--- config.mk ---
export PLATFORM = sky130hd
export DESIGN_NAME = wsc_top
export DESIGN_NICKNAME = d
export VERILOG_FILES = /design/src/rtl/wsc_pkg.sv /design/src/rtl/wsc_top.sv
export VERILOG_INCLUDE_DIRS = /design/src /design/src/rtl
export SDC_FILE = /design/constraint.sdc
export NUM_CORES = 1
export LEC_CHECK = 0
export BUFFER_PORTS_ARGS = -buffer_cell sky130_fd_sc_hd__buf_2
export CORE_MARGIN = 8
export CORE_UTILIZATION = 49
export DETAILED_ROUTE_END_ITERATION = 16
export PLACE_DENSITY = 0.88
export SLEW_MARGIN = 40
export SYNTH_ARGS = -nofsm -noshare
export SYNTH_HDL_FRONTEND = slang
export SYNTH_SLANG_ARGS = --single-unit
--- constraint.sdc ---
create_clock -name pclk -period 3.8 [get_ports pclk]
set_clock_uncertainty 0.1 [all_clocks]
set_input_delay 0.19 -clock pclk [delete_from_list [all_inputs] [get_ports pclk]]
set_output_delay 0.19 -clock pclk [all_outputs]
set_load 0.005 [all_outputs]
--- src/rtl/wsc_cfg.svh ---
`ifndef WSC_CFG_SVH
`define WSC_CFG_SVH

// ----------------------------------------------------------------
// Register map (byte addresses on APB)
// ----------------------------------------------------------------
`define WSC_IDX_CONFIG 16'h2007
`define WSC_IDX_OPTION 16'h0081
`define WSC_IDX_OPTION_HI 16'h0181
`define WSC_ADDR_CONFIG 16'h801c
`define WSC_ADDR_OPTION 16'h0204
`define WSC_ADDR_OPTION_HI 16'h0604
`define WSC_ADDR_STATUS 16'h0000
`define WSC_ADDR_IRQ_CTRL 16'h0008
`define WSC_ADDR_IRQ_FLAGS 16'h000c
`define WSC_ADDR_STATE 16'h0010

// ----------------------------------------------------------------
// Field positions
// ----------------------------------------------------------------
`define WSC_CFG_WDT_EN_BIT 2
`define WSC_CFG_OSC_LSB 0
`define WSC_OPT_ASSIGN_BIT 3
`define WSC_OPT_RATIO_LSB 0
`define WSC_ST_TIMEOUT_BIT 4
`define WSC_ST_POWERDOWN_BIT 3
`define WSC_GLOBAL_EN_BIT 15
`define WSC_IRQ_N 11

// ----------------------------------------------------------------
// Reset values and codes
// ----------------------------------------------------------------
`define WSC_OPTION_RST 8'hff
`define WSC_OSC_RC_CODE 2'h3
`define WSC_WAKE_CAPABLE 11'h7fc
`define WSC_WDT_BASE_TICKS 8'hff

// ----------------------------------------------------------------
// Timing
// ----------------------------------------------------------------
`define WSC_PCLK_PERIOD_NS 50
`define WSC_TOSC_NS 50
`define WSC_OST_OSC_PERIODS 1024
`define WSC_OST_CYCLES \
	((`WSC_OST_OSC_PERIODS * `WSC_TOSC_NS + `WSC_PCLK_PERIOD_NS - 1) / `WSC_PCLK_PERIOD_NS)

`endif

--- src/rtl/wsc_pkg.sv ---
`default_nettype none

package wsc_pkg;

	// Power state of the core as seen by this block
	typedef enum logic [1:0] {
		WSC_RUN,
		WSC_SLEEP,
		WSC_OSC_WAIT
	} wsc_state_type;

	// Shared scaler setup held in the option register
	typedef struct packed {
		logic [3:0] other;
		logic scaler_assign;
		logic [2:0] scaler_ratio;
	} wsc_option_type;

	// Processor status flags owned by this block
	typedef struct packed {
		logic timeout_flag;
		logic powerdown_flag;
	} wsc_flags_type;

endpackage

`default_nettype wire

--- src/rtl/wsc_top.sv ---
// Contract
// - Watchdog counts on its own free-running oscillator ticks, also in sleep.
// - Watchdog time-out while running requests a full device reset.
// - Watchdog time-out in sleep wakes the core without reset.
// - Every watchdog time-out clears the time-out flag.
// - Config watchdog enable cleared disables watchdog reset and wake entirely.
// - One scaler shared by timer0 and watchdog, chosen by option bits.
// - Clear-watchdog and sleep clear counter, and scaler when watchdog owns it.
// - Clearing the scaler leaves assignment and ratio bits unchanged.
// - Sleep entry clears watchdog, clears power-down, sets time-out, stops oscillator.
// - Pins hold their drive state throughout sleep.
// - Reset pin in sleep resets; watchdog or interrupt wake resumes execution.
// - Power-down flag set at power-up, cleared by sleep; time-out wake clears time-out.
// - Only listed asynchronous peripheral interrupts can wake; clocked ones cannot.
// - Sleep prefetches the instruction at the next address.
// - Interrupt wake needs the source enable, regardless of global enable.
// - Global enable off continues in line; on executes next then vectors.
// - Sleep with an enabled flag already set acts as a no-operation.
// - Interrupt during or after sleep: sleep completes fully, then immediate wake.
// - Crystal modes wait 1024 oscillator periods after wake; RC mode skips it.
// - Global enable gates vectoring; flags set regardless.
//
// Local design decision: register access over APB.
`timescale 1ns/10ps
`default_nettype none
`include "wsc_cfg.svh"

module wsc_top #(
	parameter logic [7:0] WDT_BASE_TICKS = `WSC_WDT_BASE_TICKS
) (
	input wire logic pclk,
	input wire logic presetn,
	input wire logic psel,
	input wire logic penable,
	input wire logic pwrite,
	input wire logic [15:0] paddr,
	input wire logic [31:0] pwdata,
	output logic [31:0] prdata,
	output logic pready,
	output logic pslverr,
	input wire logic [7:0] config_word_in,
	input wire logic wdt_osc_tick,
	input wire logic tmr0_tick_in,
	input wire logic clear_watchdog_instr,
	input wire logic sleep_instr,
	input wire logic [10:0] irq_event,
	input wire logic external_reset_pin_n,
	output logic tmr0_inc,
	output logic device_reset,
	output logic main_osc_enable,
	output logic io_hold,
	output logic prefetch_next,
	output logic resume,
	output logic branch_to_vector,
	output logic irq_vector_req,
	output logic timeout_flag,
	output logic powerdown_flag
);

	// ----------------------------------------------------------------
	// Helper functions
	// ----------------------------------------------------------------

	// Scaler tap mask: 2^(ratio+extra) counts per output pulse
	function automatic logic [7:0] ratio_mask(input logic [2:0] ratio, input logic extra);
		logic [8:0] wide;
		wide = (9'h001 << ({6'h00, ratio} + {8'h00, extra})) - 9'h001;
		return wide[7:0];
	endfunction

	// True for every address that the slave answers
	function automatic logic addr_hit(input logic [15:0] a);
		logic hit;
		hit = 1'b0;
		if (a == `WSC_ADDR_CONFIG) begin
			hit = 1'b1;
		end else if (a == `WSC_ADDR_OPTION || a == `WSC_ADDR_OPTION_HI) begin
			hit = 1'b1;
		end else if (a == `WSC_ADDR_STATUS || a == `WSC_ADDR_IRQ_CTRL) begin
			hit = 1'b1;
		end else if (a == `WSC_ADDR_IRQ_FLAGS || a == `WSC_ADDR_STATE) begin
			hit = 1'b1;
		end
		return hit;
	endfunction

	// ----------------------------------------------------------------
	// Declarations
	// ----------------------------------------------------------------
	localparam logic [10:0] OST_CYCLES = 11'(`WSC_OST_CYCLES);

	wsc_pkg::wsc_state_type state;
	wsc_pkg::wsc_option_type option_control;
	wsc_pkg::wsc_flags_type flags;
	logic [7:0] config_word;
	logic cfg_loaded;
	logic [7:0] watchdog_counter;
	logic [7:0] scaler;
	logic [10:0] ost_count;
	logic [10:0] irq_enable;
	logic [10:0] irq_flags;
	logic global_irq_enable;
	logic woke_by_irq;
	logic wdt_enabled;
	logic crystal_mode;
	logic wdt_base;
	logic timeout_evt;
	logic pending_irq;
	logic sleep_enter;
	logic clear_wdt;
	logic wake_evt;
	logic ext_reset;
	logic wdt_reset;
	logic apb_wr;
	logic [7:0] opt_mask;
	logic [10:0] next_irq_flags;
	logic [10:0] flag_gate;

	// ----------------------------------------------------------------
	// Decoded conditions
	// ----------------------------------------------------------------
	assign wdt_enabled = cfg_loaded & config_word[`WSC_CFG_WDT_EN_BIT];
	assign crystal_mode = config_word[`WSC_CFG_OSC_LSB +: 2] != `WSC_OSC_RC_CODE;
	assign pending_irq = |(irq_flags & irq_enable);
	assign ext_reset = ~external_reset_pin_n;
	assign sleep_enter = sleep_instr & (state == wsc_pkg::WSC_RUN) & ~pending_irq;
	assign clear_wdt = (clear_watchdog_instr & (state == wsc_pkg::WSC_RUN)) | sleep_enter;
	assign wdt_base = wdt_enabled & wdt_osc_tick & (watchdog_counter == WDT_BASE_TICKS);
	assign opt_mask = ratio_mask(option_control.scaler_ratio, ~option_control.scaler_assign);
	assign wake_evt = (state == wsc_pkg::WSC_SLEEP) & (timeout_evt | pending_irq);
	// Oscillator wait still counts as asleep, so a time-out there never resets
	assign wdt_reset = timeout_evt & (state == wsc_pkg::WSC_RUN);
	assign apb_wr = psel & penable & pwrite;

	// Scaler output toward the watchdog when assigned to it, else direct
	always_comb begin
		timeout_evt = 1'b0;
		tmr0_inc = 1'b0;
		if (option_control.scaler_assign) begin
			timeout_evt = wdt_base & ((scaler & opt_mask) == opt_mask);
			tmr0_inc = tmr0_tick_in;
		end else begin
			timeout_evt = wdt_base;
			tmr0_inc = tmr0_tick_in & ((scaler & opt_mask) == opt_mask);
		end
		if (clear_wdt) begin
			timeout_evt = 1'b0;
		end
	end

	// ----------------------------------------------------------------
	// Nonvolatile configuration, caught once after reset release
	// ----------------------------------------------------------------
	always_ff @(posedge pclk or negedge presetn) begin
		if (!presetn) begin
			config_word <= 8'h00;
			cfg_loaded <= 1'b0;
		end else if (!cfg_loaded) begin
			config_word <= config_word_in;
			cfg_loaded <= 1'b1;
		end
	end

	// ----------------------------------------------------------------
	// Watchdog base counter on the free-running oscillator ticks
	// ----------------------------------------------------------------
	// Ticks keep arriving while the main clock is gated, so sleep still times out
	always_ff @(posedge pclk or negedge presetn) begin
		if (!presetn) begin
			watchdog_counter <= 8'h00;
		end else if (!wdt_enabled || clear_wdt || device_reset) begin
			watchdog_counter <= 8'h00;
		end else if (wdt_osc_tick) begin
			if (watchdog_counter == WDT_BASE_TICKS) begin
				watchdog_counter <= 8'h00;
			end else begin
				watchdog_counter <= watchdog_counter + 8'h01;
			end
		end
	end

	// ----------------------------------------------------------------
	// Shared scaler
	// ----------------------------------------------------------------
	// On clear-watchdog or sleep the count is cleared only while the watchdog owns the scaler; the option bits stay as software set them
	always_ff @(posedge pclk or negedge presetn) begin
		if (!presetn) begin
			scaler <= 8'h00;
		end else if (device_reset) begin
			scaler <= 8'h00;
		end else if (clear_wdt && option_control.scaler_assign) begin
			scaler <= 8'h00;
		end else if (option_control.scaler_assign && wdt_base) begin
			scaler <= scaler + 8'h01;
		end else if (!option_control.scaler_assign && tmr0_tick_in) begin
			scaler <= scaler + 8'h01;
		end
	end

	// ----------------------------------------------------------------
	// Option register
	// ----------------------------------------------------------------
	always_ff @(posedge pclk or negedge presetn) begin
		if (!presetn) begin
			option_control <= `WSC_OPTION_RST;
		end else if (device_reset) begin
			option_control <= `WSC_OPTION_RST;
		end else if (apb_wr && (paddr == `WSC_ADDR_OPTION || paddr == `WSC_ADDR_OPTION_HI)) begin
			option_control <= pwdata[7:0];
		end
	end

	// ----------------------------------------------------------------
	// Interrupt enables and flags
	// ----------------------------------------------------------------
	always_ff @(posedge pclk or negedge presetn) begin
		if (!presetn) begin
			irq_enable <= 11'h000;
			global_irq_enable <= 1'b0;
		end else if (device_reset) begin
			irq_enable <= 11'h000;
			global_irq_enable <= 1'b0;
		end else if (apb_wr && paddr == `WSC_ADDR_IRQ_CTRL) begin
			irq_enable <= pwdata[10:0];
			global_irq_enable <= pwdata[`WSC_GLOBAL_EN_BIT];
		end
	end

	// No on-chip clocks in sleep: clocked sources cannot raise a flag there
	always_comb begin
		flag_gate = (state == wsc_pkg::WSC_RUN) ? 11'h7ff : `WSC_WAKE_CAPABLE;
		next_irq_flags = irq_flags;
		if (apb_wr && paddr == `WSC_ADDR_IRQ_FLAGS) begin
			next_irq_flags = irq_flags & ~pwdata[10:0];
		end
		// Set wins over a same-cycle clear; enables do not gate the flag
		next_irq_flags = next_irq_flags | (irq_event & flag_gate);
	end

	always_ff @(posedge pclk or negedge presetn) begin
		if (!presetn) begin
			irq_flags <= 11'h000;
		end else if (device_reset) begin
			irq_flags <= 11'h000;
		end else begin
			irq_flags <= next_irq_flags;
		end
	end

	// Vectoring is held off while asleep or waiting for the oscillator
	assign irq_vector_req = global_irq_enable & pending_irq & (state == wsc_pkg::WSC_RUN);

	// ----------------------------------------------------------------
	// Time-out and power-down flags
	// ----------------------------------------------------------------
	// Flags survive pin and watchdog resets so software can tell the cause
	always_ff @(posedge pclk or negedge presetn) begin
		if (!presetn) begin
			flags <= 2'b11;
		end else if (timeout_evt) begin
			flags.timeout_flag <= 1'b0;
		end else if (sleep_enter) begin
			flags.timeout_flag <= 1'b1;
			flags.powerdown_flag <= 1'b0;
		end
	end

	assign timeout_flag = flags.timeout_flag;
	assign powerdown_flag = flags.powerdown_flag;

	// ----------------------------------------------------------------
	// Power state machine
	// ----------------------------------------------------------------
	always_ff @(posedge pclk or negedge presetn) begin
		if (!presetn) begin
			state <= wsc_pkg::WSC_RUN;
			ost_count <= 11'h000;
			woke_by_irq <= 1'b0;
		end else if (ext_reset || device_reset) begin
			state <= wsc_pkg::WSC_RUN;
			ost_count <= 11'h000;
			woke_by_irq <= 1'b0;
		end else begin
			case (state)
				wsc_pkg::WSC_RUN: begin
					if (sleep_enter) begin
						state <= wsc_pkg::WSC_SLEEP;
					end
				end
				wsc_pkg::WSC_SLEEP: begin
					if (wake_evt) begin
						woke_by_irq <= ~timeout_evt;
						ost_count <= OST_CYCLES - 11'h001;
						state <= crystal_mode ? wsc_pkg::WSC_OSC_WAIT : wsc_pkg::WSC_RUN;
					end
				end
				wsc_pkg::WSC_OSC_WAIT: begin
					if (ost_count == 11'h000) begin
						state <= wsc_pkg::WSC_RUN;
					end else begin
						ost_count <= ost_count - 11'h001;
					end
				end
				default: begin
					state <= wsc_pkg::WSC_RUN;
				end
			endcase
		end
	end

	// ----------------------------------------------------------------
	// Core-facing strobes, all from flops
	// ----------------------------------------------------------------
	always_ff @(posedge pclk or negedge presetn) begin
		if (!presetn) begin
			device_reset <= 1'b0;
			prefetch_next <= 1'b0;
			resume <= 1'b0;
			branch_to_vector <= 1'b0;
		end else begin
			device_reset <= ext_reset | wdt_reset;
			prefetch_next <= sleep_enter;
			resume <= 1'b0;
			branch_to_vector <= 1'b0;
			if (!ext_reset && !device_reset) begin
				if ((state == wsc_pkg::WSC_SLEEP && wake_evt && !crystal_mode) ||
					(state == wsc_pkg::WSC_OSC_WAIT && ost_count == 11'h000)) begin
					resume <= 1'b1;
					// Branch only after the prefetched word has run
					branch_to_vector <= global_irq_enable &
						(state == wsc_pkg::WSC_SLEEP ? ~timeout_evt : woke_by_irq);
				end
			end
		end
	end

	// Oscillator gated and pin state frozen from sleep entry to resume
	assign main_osc_enable = (state == wsc_pkg::WSC_RUN);
	assign io_hold = (state != wsc_pkg::WSC_RUN);

	// ----------------------------------------------------------------
	// APB slave: zero wait, read data captured in the setup cycle
	// ----------------------------------------------------------------
	assign pready = psel & penable;
	assign pslverr = psel & penable & ~addr_hit(paddr);

	always_ff @(posedge pclk or negedge presetn) begin
		if (!presetn) begin
			prdata <= 32'h0000_0000;
		end else if (psel && !penable && !pwrite) begin
			prdata <= 32'h0000_0000;
			if (paddr == `WSC_ADDR_CONFIG) begin
				prdata[7:0] <= config_word;
			end else if (paddr == `WSC_ADDR_OPTION || paddr == `WSC_ADDR_OPTION_HI) begin
				prdata[7:0] <= option_control;
			end else if (paddr == `WSC_ADDR_STATUS) begin
				prdata[`WSC_ST_TIMEOUT_BIT] <= flags.timeout_flag;
				prdata[`WSC_ST_POWERDOWN_BIT] <= flags.powerdown_flag;
			end else if (paddr == `WSC_ADDR_IRQ_CTRL) begin
				prdata[10:0] <= irq_enable;
				prdata[`WSC_GLOBAL_EN_BIT] <= global_irq_enable;
			end else if (paddr == `WSC_ADDR_IRQ_FLAGS) begin
				prdata[10:0] <= irq_flags;
			end else if (paddr == `WSC_ADDR_STATE) begin
				prdata[1:0] <= state;
				prdata[15:8] <= watchdog_counter;
				prdata[23:16] <= scaler;
			end
		end
	end

endmodule

`default_nettype wire

---- Word level (Yosys, flattened, before mapping) ----
Cells that the tools add are included.
word-level totals
  register bits ........................... 100
  word-level logic and storage cells ...... 173
cells by class
  add/sub/neg operators ................... 5
  equal/unequal tests ..................... 15
  shift-type cells ........................ 1
  muxes and demuxes ....................... 60
  bitwise gates (word level) .............. 30
  reductions and logical operators ........ 42
operator list
  cell                     number
  $mux W8                  12
  $mux W11                 8
  $mux W16                 3
  $and A11 B11 Y11         3
  $eq A16 B4 Y1 const B    2
  $pmux W11 S2             1
  $mux W2                  10
  $mux W1                  19
  $mux W19                 1
  $add A8 B1 Y8 const B    2
  $and A1 B1 Y1            16
  $eq A16 B10 Y1 const B   1
  $eq A16 B11 Y1 const B   1
  $eq A16 B16 Y1 const B   1
  $eq A16 B5 Y1 const B    1
  $logic_not A16 Y1        1
  $reduce_bool A2 Y1       7
  $mux W13                 1
  $logic_and A1 B1 Y1      12
  $logic_not A11 Y1        1
  $not A11 Y11             1
  $or A11 B11 Y11          1
  $reduce_or A11 Y1        1
  $sub A11 B1 Y11 const B  1
  24 further kinds         46

---- Longest topological paths before layout ----
Gate-level depths: netlist of the first run.
  depth after elaboration ................. 16
  mapped depth ............................ 16
  gate-level depth less buffers ........... 14

---- Worst setup path before layout of the first run ----
OpenSTA, ideal clock, no wires.
  path type ............................... reg-to-reg
  start point ............................. register option_control[3] in the netlist's numbering
  end point ............................... register ost_count[1]
  setup time .............................. 125 ps
  data arrival time ....................... 3289 ps
  setup slack ............................. 286 ps
  cell stages (with the launch flop) ...... 17
  path through ............................ dfstp_2 buf_4 inv_1 ha_1 ha_1 buf_4 or2_2 o21ai_0 nand3_1 ha_1 nand2_1 a31oi_1 a32oi_1 mux2i_1 o31ai_4 o22a_4 mux2_4
on the way
  word-level cells in the longest chain between the ends .. 13
ends and longest elaborated chain
  item                                  RTL line        text
  start: declaration                    wsc_top.sv:93   wsc_pkg::wsc_option_type option_control;
  start signal: assignment              wsc_top.sv:205  option_control <= `WSC_OPTION_RST;
  start signal: assignment              wsc_top.sv:207  option_control <= `WSC_OPTION_RST;
  start signal: assignment              wsc_top.sv:209  option_control <= pwdata[7:0];
  $not A1 Y1                            wsc_top.sv:129  assign opt_mask = ratio_mask(option_control.scaler_ratio, ~option_control.scaler_assign);
  $add A3 B1 Y4                         wsc_top.sv:67   wide = (9'h001 << ({6'h00, ratio} + {8'h00, extra})) - 9'h001;
  $shl A1 B4 Y8                         wsc_top.sv:67
  $sub A8 B1 Y8                         wsc_top.sv:67
  $and A8 B8 Y8                         wsc_top.sv:140  timeout_evt = wdt_base & ((scaler & opt_mask) == opt_mask);
  $eq A8 B8 Y1                          wsc_top.sv:140
  $and A1 B1 Y1                         wsc_top.sv:140
  $mux W1 *                             wsc_top.sv:139  if (option_control.scaler_assign) begin
  $mux W1 *                             wsc_top.sv:146  if (clear_wdt) begin
  $or A1 B1 Y1 *                        wsc_top.sv:130  assign wake_evt = (state == wsc_pkg::WSC_SLEEP) & (timeout_evt | pending_irq);
  $and A1 B1 Y1 *                       wsc_top.sv:130
  $ne A3 B3 Y1 (no source line) *       -
  $reduce_and A3 Y1 (no source line) *  -
  end signal: assignment                wsc_top.sv:293  ost_count <= OST_CYCLES - 11'h001;
  end signal: assignment                wsc_top.sv:301  ost_count <= ost_count - 11'h001;
  end: declaration                      wsc_top.sv:99   logic [10:0] ost_count;
Every way passes the cells marked *; elsewhere a longest branch is shown, timed or not.
A chain may end at the register's enable or synchronous reset.

---- Final worst setup path of the first run ----
  start point ............................. register option_control[3] in the netlist's numbering
  end point ............................... output port tmr0_inc
on the way
  word-level cells in the longest chain between the ends .. 8
ends and longest elaborated chain
  item              RTL line        text
  $not A1 Y1        wsc_top.sv:129
  $add A3 B1 Y4     wsc_top.sv:67
  $shl A1 B4 Y8     wsc_top.sv:67
  $sub A8 B1 Y8     wsc_top.sv:67
  $and A8 B8 Y8     wsc_top.sv:144  tmr0_inc = tmr0_tick_in & ((scaler & opt_mask) == opt_mask);
  $eq A8 B8 Y1      wsc_top.sv:144
  $and A1 B1 Y1     wsc_top.sv:144
  $mux W1 *         wsc_top.sv:139
  end: declaration  wsc_top.sv:48   output logic tmr0_inc,
Marked as above.

==> reports/qor.txt, run 1 <==
hold_ws: 0.01788 ns
Port Buf Inserts: 92
max frequency: 0.2754 GHz
clk sinks: 100
CP Data Arrival Time: 3.34 ns
Total Die Area: 14590 um^2
num rows: 38
worst path required time: 3.51 ns
leakage: 2.974 nW
Synth Cell Area: 5379 um^2
placed cells: 779
GP Congestion: 0.8864
Clock Power Share: 0.368
initial antenna violation count: 0
commonest non-fill, non-tap cell in the layout: buf_2
FF+latch count, synth: 100
final hold violations: 0
Clock transition at path regs: 0.11 ns
Detailed Place HPWL: 10700 um
Area Growth Syn to Fin: 20.80%
footprint of the multi-input gates: 2660 um^2
Final Critical Period: 3.631 ns
PD cells: 328.2 nW/um^2
FF+latch area: 2515 um^2
Setup TNS: 0 ns
Flop pwr share: 0.527
die width: 120.8 um
number of synthesis warnings: 0
WS Path Type: reg2out
NetSw: 0.5545 mW
layout cells sized above 1: 0.2460
Syn Area/Cell: 9.520 um^2
final worst setup slack: 0.1690 ns
Initial Util: 0.4984
Die Y: 120.8 um
fillers: 880
Worst-Margin Slew: 0.8107 ns
overall routing resource usage: 0.2127
RSZ-0062 raised after global routing: false
CP startpoint kind: register
Core Footprint: 10790 um^2
drt total wl: 15270 um
fin crit share: 0.9555
Internal Power: 1.578 mW
final setup fails: 0
grt total ovfl: 0
number of synthesized flops with an enable pin: 0
post-synthesis cell type count: 68
status: finished clean
nets@finish: 766
H-tree lvl count: 3
Clock Latency Late Sink: 0.37 ns
combinational power share: 0.105
I/O pin cnt: 121
Residual DRC: 0
Post-Syn Instances: 565
Num CTS Buffers: 9
register area share after synthesis: 0.4676
largest net degree at the start of global routing: 40
post-route ant nets: 0
final antenna diode count: 0
CTS max path bufs: 2
Wirelength per Cell: 18.47 um
most frequent cells in the layout: buf_2 (91), dfrtp_1 (90), nand2_1 (73)
CP Capture Type: primary output
fin cells: 827
setup slack at placement: 0.09785 ns
max-cap violations: 0
Max Transition Viols Final: 0
Hold Path Class: in2reg
switch share: 0.2600
Worst VDD drop: 242.8 uV
DR vias: 4909
vias in the first global route: 5146
most used flip-flop cell after synthesis: dfrtp_1
CTS tree: yes
CP max FO: 11
Worst slew margin: 0.4595
drt pass-1 iters: 6
global-route wire length before repair: 25160 um
vias per cell: 5.936
initial drt markers: 392
Root Buffer: clkbuf_8
asr flop ratio synth: 1.000
==> cells in the mapped netlist (3+ instances only) <==
master,instances,share of area
dfrtp_1,90,0.42
nand2_1,73,0.051
nor2_1,68,0.047
a21oi_1,29,0.027
mux2i_1,26,0.048
nand3_1,22,0.020
clkbuf_1,19,0.013
o21ai_0,15,0.014
buf_4,14,0.020
inv_1,14,0.0098
nand2b_1,13,0.015
a31oi_1,12,0.014
dfstp_2,10,0.049
nor3_1,10,0.0093
nor4_1,9,0.010
xor2_1,9,0.015
a222oi_1,8,0.015
a22oi_1,8,0.011
mux2_2,8,0.017
xnor2_1,8,0.013
ha_1,7,0.016
nand4_1,6,0.0070
nor2b_1,6,0.0070
or3_1,6,0.0070
a221oi_1,5,0.0081
a22o_1,4,0.0065
and3_1,4,0.0047
a2111o_1,3,0.0063
a21o_1,3,0.0042
nor3b_1,3,0.0042
o221a_2,3,0.0063
or2_2,3,0.0035
==> area by class of cell <==
cell class | instances | share of cell area
clock buffer | 9 | 0.01906
clock inverter | 7 | 0.01618
inverter | 14 | 0.008088
multi-input combinational | 421 | 0.4094
sequential | 100 | 0.3871
tap | 140 | 0.02696
timing repair buffer | 136 | 0.1333
==> worst paths after layout <==
| path | start | to | slack (ns) | depth (start not counted) |
|---|---|---|---|---|
| worst min-delay path | pwdata[0] | option_control[0] | 0.02 | 3 |
| worst max register to register | option_control[3] | ost_count[1] | 0.22 | 13 |
| worst min register to register | prdata[20] | prdata[20] | 0.37 | 2 |
| min in group asynchronous | presetn | config_word[5] | 0.18 | 2 |
| max in group asynchronous | presetn | option_control[3] | 2.57 | 3 |
| worst max-delay path | option_control[3] | tmr0_inc | 0.17 | 13 |
==> metrics by stage <==
stage / area (um^2) / util / total power, mW
global placement: 5937 / 0.5501 / 1.330
finish: 6497 / 0.6020 / 2.132
detailed placement: 5937 / 0.5501 / 1.340
floorplan: 5405 / - / 1.244
CTS: 6472 / 0.5997 / 2.137
global route: 6497 / 0.6020 / 2.208
==> kinds of logic (layout without fill, tap and decap cells) <==
kind of cell	Yosys count	after routing	synth area share
AO/OA/AOI/OAI	114	114	0.1579
XOR/XNOR	18	18	0.03071
adder cells (fa/ha/maj)	7	7	0.01628
buffers and inverters	51	166	0.04722
flip-flops	100	100	0.4676
multiplexers	35	35	0.06792
other	2	9	0.001396
AND/OR/NAND/NOR	238	238	0.2110
==> registers in the layout, indices dropped and copies added (netlist names), 2 cells and up <==
| register | count |
|---|---|
| scaler | 8 |
| irq_enable | 11 |
| ost_count | 11 |
| state | 2 |
| prdata | 24 |
| option_control | 8 |
| config_word | 8 |
| irq_flags | 11 |
| watchdog_counter | 8 |
==> power groups by stage <==
stage	clock (mW)	sequential, mW	combinational, mW
floorplan	0	1.14	0.109
global placement	0	1.14	0.188
detailed placement	0	1.14	0.197
CTS	0.793	1.12	0.221
global route	0.832	1.13	0.247
finish	0.784	1.12	0.224
==> worst max-delay path, stage by stage (launching register included) <==
cell and delay (ns):
dfstp_2 0.54, inv_1 0.05, ha_1 0.18, ha_2 0.24, or2_2 0.29, o21ai_1 0.18
nand3_1 0.12, ha_1 0.29, o311a_1 0.15, xor2_1 0.21, o2111ai_2 0.20, nor3_2 0.25
o21a_1 0.16, buf_2 0.11
==> what timing repair did <==
action | in CTS | in global routing
resized for setup | 3 | 2
hold buffers | 29 | 0
hold endpoints to repair | 62 | 0
setup endpoints to repair | 1 | 12
pin swaps | 0 | 2
buffers inserted | 1 | 2
==> metal layers <==
metal	routed length (um)	track usage
met5	0	0
met2	7833	0.3644
met3	1014	0.04336
met1	5942	0.2529
met4	483	0.09602
No activity file was read; power rests on OpenSTA's default activity.
==> run 2: changes to the inputs <==
--- a/config.mk
+++ b/config.mk
@@ -8,10 +8,10 @@
 export LEC_CHECK = 0
 export BUFFER_PORTS_ARGS = -buffer_cell sky130_fd_sc_hd__buf_2
 export CORE_MARGIN = 8
-export CORE_UTILIZATION = 49
+export CORE_UTILIZATION = 50
 export DETAILED_ROUTE_END_ITERATION = 16
-export PLACE_DENSITY = 0.88
-export SLEW_MARGIN = 40
+export PLACE_DENSITY = 0.87
+export SLEW_MARGIN = 20
 export SYNTH_ARGS = -nofsm -noshare
 export SYNTH_HDL_FRONTEND = slang
 export SYNTH_SLANG_ARGS = --single-unit
==> constraint.sdc (replaced) <==
create_clock -name pclk -period 4.4 [get_ports pclk]
set_clock_uncertainty 0.1 [all_clocks]
set_input_delay 0.22 -clock pclk [delete_from_list [all_inputs] [get_ports pclk]]
set_output_delay 0.22 -clock pclk [all_outputs]
set_load 0.005 [all_outputs]
==> run 2 against run 1 <==
  * Clock power down 10%
  * Clock-buffer cell count up 1
  * Via count down 2.7%
  * Critical path type unchanged
  * Highest routed layer unchanged
==> reports/qor.txt, run 2 (synthesized netlist as in run 1, its figures left out) <==
status: finished clean (unchanged)
CP Capture Type: primary output (unchanged)
layout cells sized above 1: 0.2343 (was 0.2460)
Largest Register: prdata (unchanged)
initial drt markers: 330 (was 392)
Residual DRC: 0 (unchanged)
CP startpoint kind: register (unchanged)
crit-path leading delay family: adder cells (unchanged)
Worst-Margin Slew: 0.8509 ns (was 0.8107 ns)
nets@finish: 749 (was 766)
CTS max path bufs: 2 (unchanged)
final setup fails: 0 (unchanged)
H-tree lvl count: 3 (unchanged)
fin area: 6344 um^2 (was 6497 um^2)
slowest stage cell, crit path: dfstp_2 (unchanged)
Worst VDD drop: 198.6 uV (was 242.8 uV)
max frequency: 0.2400 GHz
Final Critical Period: 4.167 ns
vias per cell: 5.895 (was 5.936)
Max Transition Viols Final: 0 (unchanged)
Port Buf Inserts: 92 (unchanged)
CTS tree: yes (unchanged)
global-route wire length before repair: 23790 um (was 25160 um)
Root Buffer: clkbuf_8 (unchanged)
max-cap violations: 0 (unchanged)
Area Growth Syn to Fin: 17.93% (was 20.80%)
Clock Latency Late Sink: 0.38 ns (was 0.37 ns)
buffer and inverter count on the worst path: 2 (unchanged)
commonest non-fill, non-tap cell in the layout: buf_2 (unchanged)
Detailed Place HPWL: 10410 um (was 10700 um)
grt total ovfl: 0 (unchanged)
CP dominant cell by count: ha_1 (unchanged)
cells along the critical path: inv_1, ha_1, ha_1, or2_2, o21ai_0, nand3_1, ha_1, nand2_1, a31oi_1, a32oi_1, mux2i_1, nor3_1, o21a_1, buf_2 (was inv_1, ha_1, ha_2, or2_2, o21ai_1, nand3_1, ha_1, o311a_1, xor2_1, o2111ai_2, nor3_2, o21a_1, buf_2)
vias in the first global route: 4812 (was 5146)
Worst slew margin: 0.4328 (was 0.4595)
Largest register FFs: 24 (unchanged)
Initial Util: 0.5051 (was 0.4984)
post-placement cell area: 5899 um^2 (was 5937 um^2)
Die Y: 119.7 um (was 120.8 um)
Clock transition at path regs: 0.10 ns (was 0.11 ns)
Hold Path Class: in2reg (unchanged)
PD cells: 293.2 nW/um^2 (was 328.2 nW/um^2)
Setup TNS: 0 ns (unchanged)
WS Path Type: reg2out (unchanged)
Core Footprint: 10650 um^2 (was 10790 um^2)
final hold violations: 0 (unchanged)
worst path required time: 4.08 ns (was 3.51 ns)
RSZ-0062 raised after global routing: false (unchanged)
drt pass-1 iters: 5 (was 6)
Wirelength per Cell: 17.83 um (was 18.47 um)
Crit path largest cell delay: 0.70 ns (was 0.54 ns)
Total Die Area: 14330 um^2 (was 14590 um^2)
CP max FO: 11 (unchanged)
post-route ant nets: 0 (unchanged)
final antenna diode count: 0 (unchanged)
fin crit share: 0.9471
num rows: 38 (unchanged)
clk sinks: 100 (unchanged)
DR vias: 4775 (was 4909)
overall routing resource usage: 0.2036 (was 0.2127)
CP Data Arrival Time: 3.85 ns (was 3.34 ns)
GP Congestion: 0.8599 (was 0.8864)
most frequent cells in the layout: buf_2 (91), dfrtp_1 (90), nand2_1 (73) (unchanged)
drt total wl: 14440 um (was 15270 um)
leakage: 2.902 nW (was 2.974 nW)
die width: 119.7 um (was 120.8 um)
initial antenna violation count: 0 (unchanged)
largest net degree at the start of global routing: 67 (was 40)
Num CTS Buffers: 9 (unchanged)
I/O pin cnt: 121 (unchanged)
==> run 2: changes by cell type in the layout (fill, tap and decap cells not counted), sizes merged <==
cell,delta
bufinv,+1
inv,-2
buf,-8
clkbuf,+1
dlygate4sd3,-9
==> run 2: layout make-up <==
type                       count  area (um^2)
fill                         878         4307
clock inverter                 6        111.4
sequential                   100         2515
clock buffer                  10        127.6
multi-input combinational    421         2646
inverter                      14        52.55
timing repair buffer         119        715.7
tap                          140        175.2
==> run 2: final timing paths <==
path,slack (ns),end,start,cells after the start
worst max-delay path,0.23,tmr0_inc,option_control[3],14
worst min-delay path,0.006,irq_enable[9],pwdata[9],3
min in group asynchronous,0.37,prdata[7],presetn,2
worst max register to register,0.43,ost_count[1],option_control[3],14
max in group asynchronous,2.78,option_control[5],presetn,3
worst min register to register,0.37,prdata[17],prdata[17],2
==> run 2: repair_timing <==
action | CTS | global route
setup buffers | 0 | 0
resized for setup | 0 | 0
hold buffers | 20 | 0
endpoints found under the hold margin | 78 | 0
setup endpoints to repair | 0 | 0
==> run 2: power by group <==
group / leakage [nW] / total [mW] / switching (mW) / internal [mW]
registers: 1.31 / 0.972 / 0.0252 / 0.947
logic: 1.48 / 0.184 / 0.105 / 0.0794
clock network: 0.117 / 0.704 / 0.325 / 0.379
total: 2.90 / 1.86 / 0.455 / 1.41
==> run 2: metal layers <==
layer | global-route usage | vias up | part of all wire
met5 | 0 | - | 0
met4 | 0.09758 | 0 | 0.027
met3 | 0.04180 | 34 | 0.069
met2 | 0.3409 | 214 | 0.50
met1 | 0.2467 | 2315 | 0.41
li1 | - | 2212 | -
==> run 2: through the flow <==
step           hold WS [ns]  setup WS (ns)  power [mW]  cells  utilization
2_1_floorplan       -0.1756         0.8859       1.075    572            -
3_3_place_gp         0.2581         0.5640       1.149    774       0.5539
3_5_place_dp         0.2743         0.4956       1.157    774       0.5539
4_1_cts           0.0002247         0.2149       1.865    810       0.5952
5_1_grt             0.01331        0.03661       1.920    810       0.5956
6_report           0.005904         0.2329       1.860    810       0.5956
==> run 2: worst register-to-register path, cell delays in order (launching register included) <==
cell and delay [ns]:
dfstp_2 0.70, inv_1 0.11, ha_1 0.20, ha_1 0.30, or2_2 0.31, o21ai_0 0.15
nand3_1 0.13, ha_1 0.28, nand2_1 0.09, a31oi_1 0.04, a32oi_1 0.22, mux2i_1 0.19
o31ai_4 0.47, o22a_4 0.26, mux2_4 0.30
==> run 3: changes to the inputs <==
--- a/config.mk
+++ b/config.mk
@@ -6,7 +6,7 @@
 export SDC_FILE = /design/constraint.sdc
 export NUM_CORES = 1
 export LEC_CHECK = 0
-export BUFFER_PORTS_ARGS = -buffer_cell sky130_fd_sc_hd__buf_2
+export BUFFER_PORTS_ARGS = -buffer_cell sky130_fd_sc_hd__buf_4
 export CORE_MARGIN = 8
 export CORE_UTILIZATION = 50
 export DETAILED_ROUTE_END_ITERATION = 16
==> run 3 against run 2 <==
  * Combinational power up 11%
  * Wire length is 7.1% higher
  * Non-clock buffer count increased by 3
  * Cell area grew 3.9%
  * Setup slack gained 0.058 ns
  * Sequential share of layout area down 1.5 points
==> reports/qor.txt, run 3 (synthesized netlist as in run 1, its figures left out) <==
status: finished clean (unchanged)
Hold Path Class: in2reg (unchanged)
CTS max path bufs: 2 (unchanged)
final hold violations: 0 (unchanged)
Critical R2R Launch: option_control[3] (unchanged)
switch share: 0.2486 (was 0.2443)
I/O pin cnt: 121 (unchanged)
placed cells: 773 (was 774)
CP dominant cell by count: ha_1 (unchanged)
grt total ovfl: 0 (unchanged)
CP startpoint kind: register (unchanged)
Final Critical Period: 4.109 ns (was 4.167 ns)
largest net degree at the start of global routing: 63 (was 67)
Initial Util: 0.5051 (unchanged)
CP Capture Type: primary output (unchanged)
hold_ws: 0.01347 ns (was 0.005904 ns)
post-route ant nets: 0 (unchanged)
die width: 119.7 um (unchanged)
number of setup buffers added after CTS: 0 (unchanged)
vias in the first global route: 5098 (was 4812)
NetSw: 0.4578 mW (was 0.4545 mW)
Crit path largest cell delay: 0.69 ns (was 0.70 ns)
fin cells: 813 (was 810)
CP Data Arrival Time: 3.79 ns (was 3.85 ns)
buffer and inverter count on the worst path: 2 (unchanged)
max-cap violations: 0 (unchanged)
num rows: 38 (unchanged)
nets@finish: 752 (was 749)
Hold Path End: watchdog_counter[5] (was irq_enable[9])
Core Footprint: 10650 um^2 (unchanged)
CP Launch Point: option_control[3] (unchanged)
final antenna diode count: 0 (unchanged)
Port Buf Inserts: 92 (unchanged)
Clock transition at path regs: 0.09 ns (was 0.10 ns)
Worst VDD drop: 226.8 uV (was 198.6 uV)
Clock Latency Late Sink: 0.38 ns (about the same)
Largest Register: prdata (unchanged)
FF-to-FF End: ost_count[1] (unchanged)
combinational power share: 0.112 (was 0.099)
Detailed Place HPWL: 10830 um (was 10410 um)
final setup fails: 0 (unchanged)
drt pass-1 iters: 5 (unchanged)
Wirelength per Cell: 19.02 um (was 17.83 um)
commonest non-fill, non-tap cell in the layout: buf_4 (was buf_2)
most frequent cells in the layout: buf_4 (98), dfrtp_1 (89), nand2_1 (73) (was buf_2 (91), dfrtp_1 (90), nand2_1 (73))
H-tree lvl count: 3 (unchanged)
clk sinks: 100 (unchanged)
final worst setup slack: 0.2907 ns (was 0.2329 ns)
setup slack at placement: 0.4825 ns (was 0.4956 ns)
Area Growth Syn to Fin: 22.49% (was 17.93%)
Internal Power: 1.383 mW (was 1.406 mW)
overall routing resource usage: 0.2188 (was 0.2036)
initial drt markers: 410 (was 330)
Min-Delay Path Depth: 2 (was 3)
Total Die Area: 14330 um^2 (unchanged)
vias per cell: 6.032 (was 5.895)
CTS tree: yes (unchanged)
WS Path Type: reg2out (unchanged)
Num CTS Buffers: 9 (unchanged)
Largest register FFs: 24 (unchanged)
fin crit share: 0.9339 (was 0.9471)
crit-path leading delay family: adder cells (unchanged)
slowest stage cell, crit path: dfstp_2 (unchanged)
cells along the critical path: inv_1, ha_1, ha_1, or2_2, o21ai_0, nand3_1, ha_1, nand2_1, a31oi_1, a32oi_1, mux2i_1, nor3_2, o21a_1, buf_4 (was inv_1, ha_1, ha_1, or2_2, o21ai_0, nand3_1, ha_1, nand2_1, a31oi_1, a32oi_1, mux2i_1, nor3_1, o21a_1, buf_2)
Worst-Margin Slew: 0.8002 ns (was 0.8509 ns)
Root Buffer: clkbuf_8 (unchanged)
setup slack, reg-to-reg: 0.43 ns (about the same)
R2R depth: 14 (unchanged)
Residual DRC: 0 (unchanged)
GP Congestion: 0.9320 (was 0.8599)
Flop pwr share: 0.530 (was 0.523)
Max Transition Viols Final: 0 (unchanged)
DR vias: 4904 (was 4775)
leakage: 2.958 nW (was 2.902 nW)
global-route wire length before repair: 25390 um (was 23790 um)
Clock Power Share: 0.358 (was 0.378)
Die Y: 119.7 um (unchanged)
drt total wl: 15460 um (was 14440 um)
Worst slew margin: 0.4665 (was 0.4328)
initial antenna violation count: 0 (unchanged)
CP max FO: 11 (unchanged)
layout cells sized above 1: 0.2333 (was 0.2343)
worst path required time: 4.08 ns (about the same)
start point of the worst hold path: wdt_osc_tick (was pwdata[9])
max frequency: 0.2434 GHz (was 0.2400 GHz)
PD cells: 279.5 nW/um^2 (was 293.2 nW/um^2)
## run 3: changes by cell type in the layout (fill, tap and decap cells not counted), sizes merged
| cell | before | now |
|---|---|---|
| buf | 99 | 98 |
| bufinv | 3 | 2 |
| clkbuf | 10 | 12 |
| dlygate4sd3 | 20 | 24 |
| inv | 15 | 14 |
## run 3: worst max path at each step
stage	endpoint	slack, ns	depth (start not counted)
floorplan	ost_count[1]	0.89	16
global placement	ost_count[1]	0.60	14
detailed placement	ost_count[1]	0.48	14
CTS	tmr0_inc	0.27	14
global route	tmr0_inc	-0.003	14
finish	tmr0_inc	0.29	14
## run 3: through the flow
| stage | power, mW | util | cell area (um^2) | TNS (ns) |
|---|---|---|---|---|
| after floorplan | 1.075 | - | 5405 | 0 |
| after global placement | 1.168 | 0.5746 | 6120 | 0 |
| after detailed placement | 1.178 | 0.5746 | 6120 | 0 |
| after CTS | 1.838 | 0.6176 | 6578 | 0 |
| after global routing | 1.898 | 0.6187 | 6589 | -0.003028 |
| final | 1.841 | 0.6187 | 6589 | 0 |
## run 3: layer usage
metal	track usage	up-vias	part of all wire
met5	0	-	0
met1	0.2439	2392	0.38
met4	0.1210	0	0.039
li1	-	2208	-
met2	0.3832	255	0.51
met3	0.04603	49	0.070
## run 3: layout make-up
type,instances,area (um^2)
Clock inverter,4,72.57
Multi-Input combinational cell,421,2651
Fill cell,828,4061
Inverter,14,52.55
Timing Repair Buffer,122,975.9
Tap cell,140,175.2
Clock buffer,12,145.1
Sequential cell,100,2516
## run 3: power groups by stage
stage,combinational (mW),clock [mW],sequential [mW]
after floorplan,0.0940,0,0.981
after detailed placement,0.186,0,0.993
after CTS,0.204,0.659,0.975
after global routing,0.225,0.693,0.980
final,0.205,0.659,0.977
after global placement,0.177,0,0.991
## run 3: what timing repair did
action	CTS	global route
resized for setup	0	1
hold buffers	24	0
endpoints found under the setup margin	0	1
hold endpoints to repair	80	0
